--- src/rtl/bva_pkg.sv ---
package bva_pkg;
    // ----------------------------------------------------------------
    // threshold field layout
    // ----------------------------------------------------------------
    localparam int unsigned THR_W = 14;       // threshold / code width
    localparam int unsigned THR_LSB = 2;      // field low bit in register
    localparam int unsigned THR_MSB = 15;     // field high bit in register
    localparam int unsigned ADR_W = 8;        // wishbone byte address width
    localparam int unsigned IDX_W = 6;        // register index width

    // ----------------------------------------------------------------
    // register indices, byte address is four times the index
    // ----------------------------------------------------------------
    localparam logic [5:0] IDX_OV_CLR = 6'h24;   // bipolar_overvolt_clear_level
    localparam logic [5:0] IDX_OV_SET = 6'h25;   // bipolar_overvolt_set_level
    localparam logic [5:0] IDX_UV_CLR = 6'h26;   // bipolar_undervolt_clear_level
    localparam logic [5:0] IDX_UV_SET = 6'h27;   // bipolar_undervolt_set_level
    localparam logic [5:0] IDX_STATUS = 6'h30;   // sticky event status, w1c
    localparam logic [5:0] IDX_MASK = 6'h31;     // interrupt mask
    localparam logic [5:0] IDX_ALERT = 6'h32;    // any-cell alert levels, ro

    // ----------------------------------------------------------------
    // reset values and disable codes
    // ----------------------------------------------------------------
    localparam logic [13:0] RST_OV_CLR = 14'h3fff;
    localparam logic [13:0] RST_OV_SET = 14'h3fff;
    localparam logic [13:0] RST_UV_CLR = 14'h0000;
    localparam logic [13:0] RST_UV_SET = 14'h0000;
    localparam logic [13:0] OV_OFF_CODE = 14'h3fff;  // overvoltage check off
    localparam logic [13:0] UV_OFF_CODE = 14'h0000;  // undervoltage check off

    // ----------------------------------------------------------------
    // event bits of status and mask
    // ----------------------------------------------------------------
    localparam int unsigned EVT_OV = 0;    // some overvoltage alert rose
    localparam int unsigned EVT_UV = 1;    // some undervoltage alert rose
    localparam int unsigned EVT_W = 2;
    localparam logic [1:0] RST_EVT = 2'h0;
endpackage : bva_pkg

--- src/rtl/bva_top.sv ---
`timescale 1ns/1ps
module bva_top #(
    parameter int unsigned NUM_CELLS = 14,
    parameter int unsigned CELL_W = 4
) (
    // clock and reset
    input wire logic clk_i,
    input wire logic rst_n_i,
    // wishbone classic slave
    input wire logic wb_cyc_i,
    input wire logic wb_stb_i,
    input wire logic wb_we_i,
    input wire logic [bva_pkg::ADR_W-1:0] wb_adr_i,
    input wire logic [3:0] wb_sel_i,
    input wire logic [31:0] wb_dat_i,
    output logic [31:0] wb_dat_o,
    output logic wb_ack_o,
    // bipolar measurement results
    input wire logic meas_valid_i,
    input wire logic [CELL_W-1:0] meas_cell_i,
    input wire logic [bva_pkg::THR_W-1:0] meas_code_i,
    // alerts and interrupt
    output logic [NUM_CELLS-1:0] cell_overvoltage_alert_o,
    output logic [NUM_CELLS-1:0] cell_undervoltage_alert_o,
    output logic irq_o
);
    // ----------------------------------------------------------------
    // helpers
    // ----------------------------------------------------------------
    // merge byte lanes of a write into a 14-bit field at bits 15:2
    function automatic logic [13:0] merge_thr(
        input logic [13:0] old_v,
        input logic [31:0] dat,
        input logic [3:0] sel
    );
        logic [13:0] res;
        res = old_v;
        if (sel[1])
        begin
            res[13:6] = dat[15:8];
        end
        if (sel[0])
        begin
            res[5:0] = dat[7:2]; // bits 1:0 dropped
        end
        return res;
    endfunction : merge_thr

    // ----------------------------------------------------------------
    // state
    // ----------------------------------------------------------------
    logic [13:0] ov_clr;        // bipolar_overvolt_clear_level
    logic [13:0] ov_set;        // bipolar_overvolt_set_level
    logic [13:0] uv_clr;        // bipolar_undervolt_clear_level
    logic [13:0] uv_set;        // bipolar_undervolt_set_level
    logic [1:0] evt_status;     // sticky events
    logic [1:0] evt_mask;       // interrupt enables
    logic [NUM_CELLS-1:0] next_ov;
    logic [NUM_CELLS-1:0] next_uv;

    // ----------------------------------------------------------------
    // bus decode
    // ----------------------------------------------------------------
    wire [5:0] idx = wb_adr_i[7:2];                      // word index
    wire req = wb_cyc_i && wb_stb_i && !wb_ack_o;        // new access
    wire wr = req && wb_we_i;                            // write strobe
    wire wr_ov_clr = wr && (idx == bva_pkg::IDX_OV_CLR);
    wire wr_ov_set = wr && (idx == bva_pkg::IDX_OV_SET);
    wire wr_uv_clr = wr && (idx == bva_pkg::IDX_UV_CLR);
    wire wr_uv_set = wr && (idx == bva_pkg::IDX_UV_SET);
    wire wr_status = wr && (idx == bva_pkg::IDX_STATUS) && wb_sel_i[0];
    wire wr_mask = wr && (idx == bva_pkg::IDX_MASK) && wb_sel_i[0];
    wire is_thr = (idx >= bva_pkg::IDX_OV_CLR) && (idx <= bva_pkg::IDX_UV_SET);

    // read selection; unmapped words read zero
    wire [31:0] rd_word =
        (idx == bva_pkg::IDX_OV_CLR) ? {16'h0000, ov_clr, 2'b00} :
        (idx == bva_pkg::IDX_OV_SET) ? {16'h0000, ov_set, 2'b00} :
        (idx == bva_pkg::IDX_UV_CLR) ? {16'h0000, uv_clr, 2'b00} :
        (idx == bva_pkg::IDX_UV_SET) ? {16'h0000, uv_set, 2'b00} :
        (idx == bva_pkg::IDX_STATUS) ? {30'h0000_0000, evt_status} :
        (idx == bva_pkg::IDX_MASK) ? {30'h0000_0000, evt_mask} :
        (idx == bva_pkg::IDX_ALERT) ?
            {30'h0000_0000, |cell_undervoltage_alert_o, |cell_overvoltage_alert_o} :
        32'h0000_0000;

    // ----------------------------------------------------------------
    // bus response
    // ----------------------------------------------------------------
    // ack one cycle after the request, dropped the cycle after
    always_ff @(posedge clk_i)
    begin
        if (!rst_n_i)
        begin
            wb_ack_o <= 1'b0;
            wb_dat_o <= 32'h0000_0000;
        end
        else
        begin
            wb_ack_o <= req;
            wb_dat_o <= req ? rd_word : wb_dat_o;
        end
    end

    // ----------------------------------------------------------------
    // threshold registers
    // ----------------------------------------------------------------
    // reset values then byte-lane writes
    always_ff @(posedge clk_i)
    begin
        if (!rst_n_i)
        begin
            ov_clr <= bva_pkg::RST_OV_CLR;
            ov_set <= bva_pkg::RST_OV_SET;
            uv_clr <= bva_pkg::RST_UV_CLR;
            uv_set <= bva_pkg::RST_UV_SET;
        end
        else
        begin
            ov_clr <= wr_ov_clr ? merge_thr(ov_clr, wb_dat_i, wb_sel_i) : ov_clr;
            ov_set <= wr_ov_set ? merge_thr(ov_set, wb_dat_i, wb_sel_i) : ov_set;
            uv_clr <= wr_uv_clr ? merge_thr(uv_clr, wb_dat_i, wb_sel_i) : uv_clr;
            uv_set <= wr_uv_set ? merge_thr(uv_set, wb_dat_i, wb_sel_i) : uv_set;
        end
    end

    // ----------------------------------------------------------------
    // comparison against measurement
    // ----------------------------------------------------------------
    wire signed [13:0] meas_s = $signed(meas_code_i);
    wire ov_off = (ov_set == bva_pkg::OV_OFF_CODE);
    wire uv_off = (uv_set == bva_pkg::UV_OFF_CODE);
    wire ov_raise = !ov_off && (meas_s > $signed(ov_set));
    wire ov_drop = (meas_s <= $signed(ov_clr));
    wire uv_raise = !uv_off && (meas_s < $signed(uv_set));
    wire uv_drop = (meas_s >= $signed(uv_clr));

    // per-cell alert update; set wins, in-band holds
    genvar k;
    generate
        for (k = 0; k < NUM_CELLS; k = k + 1)
        begin : g_cell
            wire hit = meas_valid_i && (meas_cell_i == CELL_W'(k));
            assign next_ov[k] = !hit ? cell_overvoltage_alert_o[k] :
                                ov_raise ? 1'b1 :
                                ov_drop ? 1'b0 :
                                cell_overvoltage_alert_o[k];
            assign next_uv[k] = !hit ? cell_undervoltage_alert_o[k] :
                                uv_raise ? 1'b1 :
                                uv_drop ? 1'b0 :
                                cell_undervoltage_alert_o[k];
        end
    endgenerate

    // ----------------------------------------------------------------
    // alert, status, mask and interrupt
    // ----------------------------------------------------------------
    wire [1:0] evt_new = {|(next_uv & ~cell_undervoltage_alert_o),
                          |(next_ov & ~cell_overvoltage_alert_o)};
    wire [1:0] w1c = wr_status ? wb_dat_i[1:0] : 2'b00;
    wire [1:0] next_status = (evt_status & ~w1c) | evt_new;   // set beats clear

    // alerts, sticky status, mask
    always_ff @(posedge clk_i)
    begin
        if (!rst_n_i)
        begin
            cell_overvoltage_alert_o <= '0;
            cell_undervoltage_alert_o <= '0;
            evt_status <= bva_pkg::RST_EVT;
            evt_mask <= bva_pkg::RST_EVT;
        end
        else
        begin
            cell_overvoltage_alert_o <= next_ov;
            cell_undervoltage_alert_o <= next_uv;
            evt_status <= next_status;
            evt_mask <= wr_mask ? wb_dat_i[1:0] : evt_mask;
        end
    end

    // level interrupt from unmasked sticky bits
    assign irq_o = |(evt_status & evt_mask);

    // ----------------------------------------------------------------
    // checks
    // ----------------------------------------------------------------
    logic [CELL_W-1:0] chk_cell;   // cell input of the previous cycle, valid or not
    always_ff @(posedge clk_i)
    begin
        chk_cell <= meas_cell_i;
    end
    wire cur_ov = cell_overvoltage_alert_o[meas_cell_i];
    wire cur_uv = cell_undervoltage_alert_o[meas_cell_i];
endmodule : bva_top

--- config.mk ---
export PLATFORM = sky130hd
export DESIGN_NAME = bva_top
export DESIGN_NICKNAME = d
export VERILOG_FILES = /design/src/rtl/bva_pkg.sv /design/src/rtl/bva_top.sv
export SDC_FILE = /design/constraint.sdc
export NUM_CORES = 1
export LEC_CHECK = 0
export ABC_AREA = 1
export BUFFER_PORTS_ARGS = -buffer_cell sky130_fd_sc_hd__buf_2
export CAP_MARGIN = 20
export CORE_MARGIN = 3
export CORE_UTILIZATION = 37
export CTS_CLUSTER_DIAMETER = 120
export DETAILED_ROUTE_END_ITERATION = 12
export HOLD_SLACK_MARGIN = 0.05
export PLACE_DENSITY = 0.61
export REMOVE_ABC_BUFFERS = 1
export SLEW_MARGIN = 20
export SYNTH_ARGS = -nofsm -noshare
export SYNTH_HDL_FRONTEND = slang
export SYNTH_SLANG_ARGS = --single-unit
export TNS_END_PERCENT = 100
--- constraint.sdc ---
create_clock -name clk_i -period 6.72 [get_ports clk_i]
set_input_delay 2.016 -clock clk_i [delete_from_list [all_inputs] [get_ports clk_i]]
set_output_delay 2.016 -clock clk_i [all_outputs]
set_load 0.03 [all_outputs]
# Word-level counts from Yosys, hierarchy flattened
# Cells that the tools add are included.
[word_totals]
register_bits = 121
in_bits = 68
out_inout_bits = 62
wordCells = 184
[classes]
order_cmp = 4
n_eq_ne = 21
n_mux = 92
bitwise_logic = 8
reduce_logical = 45
[op_table]
columns = ["operator", "count"]
rows = [
  ["two-way mux 1 bit", 84],
  ["two-way mux 16 bit", 4],
  ["OR reduction 14 bit", 4],
  ["== test 6 bit, second input constant", 7],
  ["bitwise AND 14 bit", 2],
  ["NOT 14 bit", 2],
  ["logical AND 1 bit", 27],
  ["== test 4 bit, second input constant", 6],
  ["== test 4 x 3 -> 1 bit, second input constant", 4],
  ["AND reduction 2 bit", 8],
  ["== test 14 bit, second input constant", 1],
  [">= comparator 14 bit", 1],
  ["> comparator 14 bit", 1],
  ["<= comparator 14 bit", 1],
  ["logical NOT 14 bit", 1],
  ["less-than comparator 14 bit", 1],
  ["== test 4 x 2 -> 1 bit, second input constant", 2],
  ["two-way mux 2 bit", 4],
  ["bitwise AND 2 bit", 2],
  ["== test 4 x 1 -> 1 bit, second input constant", 1],
  ["logical NOT 4 bit", 1],
  ["logical NOT 1 bit", 3],
  ["NOT 2 bit", 1],
  ["OR 2 bit", 1],
  ["OR reduction 2 bit", 1],
]

# Depth between registers and ports, before layout
# Gate-level depths: netlist (run 1).
[logic_depth]
depth_word = 9
depth_mapped = 17
depth_no_buf = 16

# Worst setup path before layout (run 1)
# OpenSTA, ideal clock, no wires.
[synth_path]
path_kind = "input port to flip-flop"
startpoint = "in meas_code_i[1] in the netlist's numbering"
endpoint = "reg cell_undervoltage_alert_o[8]"
setup_ps = 132
t_arrival_ps = 3465
required_ps = 6588
slack_ps = 3122
stages = 13
path_buffers = 1
path_cell_list = "ha_1 > inv_1 > nor2_1 > o21ai_0 > o211ai_1 > nand3_1 > nand2_1 > or2_2 > nand3_1 > buf_2 > nand2_1 > nand2_1 > a21oi_1"
[synth_between]
elab_chain_cells = 4
word_cells_on_any_way = 6
cone_classes = "2 x order compare; 3 x mux; 1 x reduce/logical"
[synth_rtl]
columns = ["element", "line_no", "source"]
rows = [
  ["from (decl)", "bva_top.sv:21", "input wire logic [bva_pkg::THR_W-1:0] meas_code_i,"],
  [">= comparator 14 bit or less-than comparator 14 bit (tied branches)", "bva_top.sv:136, bva_top.sv:135", ""],
  ["two-way mux 1 bit or logical AND 1 bit (tied branches)", "bva_top.sv:150, bva_top.sv:135", ""],
  ["two-way mux 1 bit *", "bva_top.sv:149", "uv_raise ? 1'b1 :"],
  ["two-way mux 1 bit *", "bva_top.sv:148", "assign next_uv[k] = !hit ? cell_undervoltage_alert_o[k] :"],
  ["to (signal assigned)", "bva_top.sv:176", "cell_undervoltage_alert_o <= next_uv;"],
  ["to (decl)", "bva_top.sv:24", "output logic [NUM_CELLS-1:0] cell_undervoltage_alert_o,"],
]
# Mark *: on every way between the ends. The rest lies on a longest branch, timed or not.
# A chain may end at the register's enable or synchronous reset.

# Worst setup path after layout (run 1)
[layout_path]
startpoint = "in meas_code_i[13] in the netlist's numbering"
endpoint = "reg evt_status[1]"
[layout_between]
elab_chain_cells = 7
word_cells_on_any_way = 48
cone_classes = "2 x order compare; 42 x mux; 2 x bitwise; 2 x reduce/logical"
[layout_rtl]
columns = ["element", "line_no", "source"]
rows = [
  [">= comparator 14 bit or less-than comparator 14 bit (tied branches)", "bva_top.sv:136, bva_top.sv:135", ""],
  ["two-way mux 1 bit or logical AND 1 bit (tied branches)", "bva_top.sv:150, bva_top.sv:135", ""],
  ["two-way mux 1 bit", "bva_top.sv:149", ""],
  ["two-way mux 1 bit", "bva_top.sv:148", ""],
  ["bitwise AND 14 bit *", "bva_top.sv:158", "wire [1:0] evt_new = {|(next_uv & ~cell_undervoltage_alert_o),"],
  ["OR reduction 14 bit *", "bva_top.sv:158", ""],
  ["OR 2 bit *", "bva_top.sv:161", "wire [1:0] next_status = (evt_status & ~w1c) | evt_new;"],
  ["to (signal assigned)", "bva_top.sv:170", "evt_status <= bva_pkg::RST_EVT;"],
  ["to (signal assigned)", "bva_top.sv:177", "evt_status <= next_status;"],
  ["to (decl)", "bva_top.sv:56", "logic [1:0] evt_status;"],
]
# Marks and branches as above.

==> results of run 1 <==
## final timing paths
kind	from	endpoint
max	meas_code_i[13]	evt_status[1]
min	wb_dat_o[0]	wb_dat_o[0]
max reg2reg	ov_set[13]	cell_overvoltage_alert_o[13]
min reg2reg	wb_dat_o[0]	wb_dat_o[0]
## sequential cells by signal, summed over array words and instances (netlist names)
register and cells:
wb_ack_o 1, cell_undervoltage_alert_o 14, evt_mask 2, evt_status 2, uv_set 14, wb_dat_o 16, ov_set 14, uv_clr 14
ov_clr 14, cell_overvoltage_alert_o 14
## power by group through the flow
stage	registers (uW)	logic (uW)	clock network, uW
final	630	143	543
after global routing	630	160	577
after CTS	630	142	554
after detailed placement	644	141	0
after global placement	644	141	0
after floorplan	654	73.7	0
## cell usage after synthesis (19+ instances only)
cell	n	share of area, %
nand2_1	194	11
inv_1	137	8.1
a21oi_1	120	9.5
dfxtp_1	105	33
nor2_1	71	4.2
ha_1	55	11
o21ai_0	53	4.2
nand4_1	38	3.8
o211ai_1	30	3.6
nand3_1	27	2.1
clkbuf_1	21	1.2
buf_4	19	2.3
## stage by stage
stage | std cells | hold slack [ns]
6_report | 1225 | 0.467
5_1_grt | 1225 | 0.487
4_1_cts | 1224 | 0.470
3_5_place_dp | 1208 | 0.459
3_3_place_gp | 1208 | 0.451
2_1_floorplan | 890 | 0.446
## per-layer routing
layer | vias up | part of all wire, % | track usage, %
li1 | 3210 | - | -
met3 | 22 | 5.9 | 3.60
met1 | 2787 | 47 | 27.7
met2 | 198 | 45 | 31.9
met5 | - | 0 | 0
met4 | 0 | 1.8 | 7.65
## kinds of logic (layout without fill, tap and decap cells)
group / count (synthesis) / count (layout) / share of synthesized area (%)
DFF: 105 / 105 / 33.2
AOI/OAI and AO/OA: 222 / 222 / 19.4
and+or+nand+nor: 353 / 353 / 23.7
buffers and inverters: 189 / 254 / 12.8
other: 1 / 16 / 0.0592
adders and majority gates: 55 / 55 / 10.9
## worst max-delay path, cell delays in order
cell      delay (ns)
buf_2           0.14
ha_1            0.36
nand2_1         0.08
nor2_1          0.20
nand2_1         0.08
nor2_1          0.09
nand2_1         0.10
nand3b_2        0.51
nand2_1         0.19
nor3_1          0.30
nor2_1          0.08
nand2_1         0.09
nor2_1          0.05
nor2_1          0.07
## placed cells by master (no fill, tap or decap), types with 5 or more instances in the layout
| cell | instances |
|---|---|
| nand2_1 | 194 |
| inv_1 | 137 |
| a21oi_1 | 120 |
| dfxtp_1 | 105 |
| buf_2 | 93 |
| nor2_1 | 71 |
| ha_1 | 55 |
| o21ai_0 | 53 |
| nand4_1 | 38 |
| o211ai_1 | 30 |
| nand3_1 | 27 |
| conb_1 | 16 |
| nor3_1 | 13 |
| o22ai_1 | 12 |
| clkbuf_16 | 9 |
| buf_4 | 5 |
## area by class of cell
type	count	area (sq um)	area share, %
Multi-Input combinational cell	646	3480	48.4
Sequential cell	105	2100	29.2
Inverter	139	522	7.25
Timing Repair Buffer	99	518	7.20
Tap cell	220	275	3.82
Clock buffer	12	246	3.42
Clock inverter	4	52.6	0.730
==> flow_metrics.tcl, run 1 <==
set metrics [dict create \
    outcome "complete, no violations" \
    crit_path_start_kind "input port" \
    grt_pass1_wl_microns 29600 \
    clock_sinks 105 \
    reg2regPathDepth 9 \
    place.detailed.hpwl_microns 13800 \
    worst-setup-path-type "input port to register" \
    grt_setup_unrepaired "no" \
    grt_max_degree 72 \
    clock_skew_ns 0.00761 \
    final_antenna_net_count 0 \
    postCtsHoldBufs 0 \
    syn_inst 925 \
    drt_iter0_markers 354 \
    first_global_vias 5720 \
    slew_headroom_pct 39.8 \
    portBuffers 93 \
    tightest_slew_ns 0.899 \
    ys_seq_area_share_pct 33.2 \
    setup_viol 0 \
    place_area_sq_um 6880 \
    final-max-slew-violation-count 0 \
    clockRootBuffer "clkbuf_16" \
    p_sw_uw 348 \
    crit_fanout 26 \
    dr.pass1.iters 4 \
    nets 1123 \
    hold_violations 0 \
    fin_util_pct 43.3 \
    power.total_uw 1320 \
    start_util_pct 38.1 \
    pin_count 130 \
    dieArea_sq_um 18700 \
    clk_pin_slew_ns 0.07 \
    numCtsBuffers 9 \
    r2r_setup_slack_ns 4.01 \
    viasPerCell 5.08 \
    switching_share_pct 26.4 \
    detailroute.via_count 6217 \
    seqPwrFrac_pct 47.9 \
    htreeDepth 3 \
    finalWeightedCongestion 0.916 \
    synthArstFlopShare_pct 0 \
    core_sq_um 16600 \
    finish.instance_area_sq_um 7200 \
    comb_power_share_pct 10.9 \
    min_path_type "register to register" \
    post-route-period-util_pct 60.3 \
    grt_usage_pct 20.3 \
    antenna_found_initial 0 \
    leakagePower_uw 0.00355 \
    maxCapViolCount 0 \
    period_needed_ns 4.05 \
    ir_drop_uv 105 \
    setup_tns_ns 0 \
    wirelength_microns 19000 \
    synth_edf_count 0 \
    antenna_cells 0 \
    fillCellCount 1777 \
    avgSynthCellArea_sq_um 6.85 \
    worstPathRequired_ns 7.02 \
    insertion_delay_ns 0.36 \
    num_rows 47 \
    cts_setup_buffers 0 \
    clk_path_buf_depth 2 \
    area_delta_synth_final_pct 13.6 \
    powerDensity_nw_per_um2 183 \
    p_clk_share_pct 41.2 \
    cts_tree "built" \
    overflow 0 \
    synth_warnings 0 \
    yosysUniqueCellTypes 30 \
    clock.fmax_mhz 247 \
    synth_seq_cells 105 \
    netlist_area_sq_um 6330 \
    cp_data_arrival_time_ns 4.35 \
    worst_slack_ns 2.67 \
    fp.dieW_microns 137 \
    place_ws_ns 2.28 \
    internal-power_uw 968 \
    drive_above_1_share_pct 11.9 \
    cts.repair.resized 0 \
    wire_per_inst_microns 15.5 \
    end_kind "register" \
    ys.flop_type "dfxtp_1" \
    hold_path_depth 2 \
    die_y_microns 137 \
    drcViolationCount 0 \
]
Power figures use the tool's default switching activity.
==> run 2, diff against run 1 <==
Settings changed: ABC_AREA 1 to 0.
Clock period 6.72 ns to 4 ns, I/O delays scaled along.
==> run 2 against run 1 <==
Critical path depth is 6 lower. Highest routed layer is now met5. Critical endpoint is now cell_overvoltage_alert_o[9]. Synthesized area is 0.79% higher. Worst setup slack worse by 1.7 ns. Hold slack better by 0.0074 ns. Largest power group unchanged.
==> flow_metrics.tcl, run 2 <==
set metrics [dict create \
    max_flop_register "wb_dat_o" \
    place.detailed.hpwl_microns 14000 \
    worst-path-buf-inv 1 \
    drive_above_1_share_pct 15.9 \
    clk_path_buf_depth 2 \
    hold_violations 0 \
    netlist_area_sq_um 6380 \
    portBuffers 93 \
    overflow 0 \
    worstPathRequired_ns 4.30 \
    tightest_slew_ns 0.728 \
    place_ws_ns 0.583 \
    clk_pin_slew_ns 0.07 \
    min_path_type "register to register" \
    powerDensity_nw_per_um2 309 \
    worst-setup-path-type "input port to register" \
    start_util_pct 38.1 \
    htreeDepth 3 \
    drcViolationCount 0 \
    outcome "complete, no violations" \
    final-max-slew-violation-count 0 \
    finalWeightedCongestion 0.899 \
    cts_setup_buffers 0 \
    die_y_microns 137 \
    slowest_delay_ns 0.49 \
    grt_max_degree 36 \
    comb_power_share_pct 12.0 \
    clock.fmax_mhz 327 \
    nets 979 \
    synth_common_cells "111 x nand2_1, 105 x dfxtp_1, 61 x nor2_1" \
    insertion_delay_ns 0.36 \
    fp.dieW_microns 137 \
    cts_tree "built" \
    ys.flop_type "dfxtp_1" \
    worst_slack_ns 0.940 \
    postCtsHoldBufs 0 \
    cp_data_arrival_time_ns 3.36 \
    end_kind "register" \
    first_global_vias 5513 \
    setup_tns_ns 0 \
    fillCellCount 1719 \
    internal-power_uw 1660 \
    grt_setup_unrepaired "no" \
    synth_warnings 0 \
    syn_inst 781 \
    detailroute.via_count 5855 \
    synth_most_common_cell "nand2_1" \
    slew_headroom_pct 51.4 \
    dr.pass1.iters 4 \
    synth_top_area_cell "dfxtp_1" \
    wire_per_inst_microns 17.4 \
    clock_skew_ns 0.0127 \
    grt_pass1_wl_microns 29600 \
    critical-path-slowest-cell "a41oi_1" \
    cts.repair.resized 0 \
    wirelength_microns 18800 \
    numCtsBuffers 9 \
    ff_latch_area_sq_um 2100 \
    area_delta_synth_final_pct 14.1 \
    ir_drop_uv 190 \
    period_needed_ns 3.06 \
    final_common_cell "nand2_1" \
    crit_path_cell_trace "buf_2, ha_1, nand4_1, nor2_1, a41oi_1, nand3_1, mux2i_4, a32o_1" \
    setup_viol 0 \
    seqPwrFrac_pct 47.0 \
    viasPerCell 5.41 \
    maxCapViolCount 0 \
    dieArea_sq_um 18900 \
    p_clk_share_pct 40.9 \
    p_sw_uw 591 \
    post-route-period-util_pct 76.5 \
    crit_path_start_kind "input port" \
    grt_usage_pct 20.1 \
    ys_seq_area_share_pct 32.9 \
    num_rows 47 \
    synth_top_area_share_pct 32.9 \
    pin_count 130 \
    final_antenna_net_count 0 \
    switching_share_pct 26.2 \
    crit_fanout 13 \
    final_cell_mix "111 x nand2_1, 105 x dfxtp_1, 93 x buf_2, 61 x nor2_1, 60 x inv_1" \
    path_delay_family "compound AO/OA/AOI/OAI gates" \
    synth_seq_cells 105 \
    drt_iter0_markers 417 \
    core_sq_um 16800 \
    clock_sinks 105 \
    multi_input_area_sq_um 3800 \
    synthArstFlopShare_pct 0 \
    largest_reg_flops 16 \
    yosysUniqueCellTypes 68 \
    synth.area.top_cells "dfxtp_1 33%, ha_1 11%, nand2_1 6.5%" \
    antenna_found_initial 2 \
    clockRootBuffer "clkbuf_16" \
    leakagePower_uw 0.00316 \
    avgSynthCellArea_sq_um 8.18 \
    synth_edf_count 0 \
    finalHoldWorstSlack_ns 0.474 \
]
==> run 2: final timing paths <==
kind,start,end,slack (ns),cells after the start
min reg2reg,wb_dat_o[1],wb_dat_o[1],0.47,2
min,wb_dat_o[1],wb_dat_o[1],0.47,2
max,meas_code_i[13],cell_overvoltage_alert_o[9],0.94,8
max reg2reg,ov_set[13],cell_overvoltage_alert_o[9],1.48,8
==> run 2: worst min-delay path, stage by stage (launching register included) <==
cell and delay (ns):
dfxtp_1 0.31, nand2b_1 0.07, a21boi_1 0.05
==> run 2: cells by family after synthesis <==
| logic type | count (synthesis) | share of synthesized area, % |
|---|---|---|
| DFF | 105 | 32.9 |
| buffers and inverters | 119 | 8.43 |
| and+or+nand+nor | 267 | 20.1 |
| adders and majority gates | 55 | 10.8 |
| other | 1 | 0.0587 |
| muxes | 43 | 6.98 |
| AOI/OAI and AO/OA | 191 | 20.8 |
==> run 2: area by class of cell <==
class	count	share of cell area, %
multi-input combinational	572	52.2
inverter	62	3.19
tap	220	3.78
clock inverter	4	0.704
timing repair buffer	106	7.73
antenna	1	0.0344
sequential	105	28.9
clock buffer	12	3.52
==> run 2: metal layers <==
metal / routed length (microns) / GRT usage [%] / up-vias / part of all wire [%]
met4: 559 / 8.09 / 2 / 3.0
met5: 18 / 0 / - / 0.096
li1: - / - / 2936 / -
met2: 8370 / 31.4 / 175 / 45
met1: 8850 / 27.9 / 2707 / 47
met3: 988 / 2.96 / 35 / 5.3
==> run 2: power by group through the flow <==
stage,Sequential [uW],Clock [uW],Combinational [uW]
4_1_cts,1060,949,270
6_report,1060,922,271
5_1_grt,1060,987,299
3_3_place_gp,1080,0,267
3_5_place_dp,1080,0,269
2_1_floorplan,1100,0,128
==> run 2: per-stage QoR <==
| stage | cells | total power (uW) | instance area [sq um] | util (%) |
|---|---|---|---|---|
| global placement | 1065 | 1350 | 6970 | 41.6 |
| global route | 1082 | 2350 | 7280 | 43.5 |
| detailed placement | 1065 | 1350 | 6970 | 41.6 |
| floorplan | 739 | 1230 | 6140 | - |
| CTS | 1081 | 2280 | 7280 | 43.4 |
| finish | 1082 | 2250 | 7280 | 43.5 |
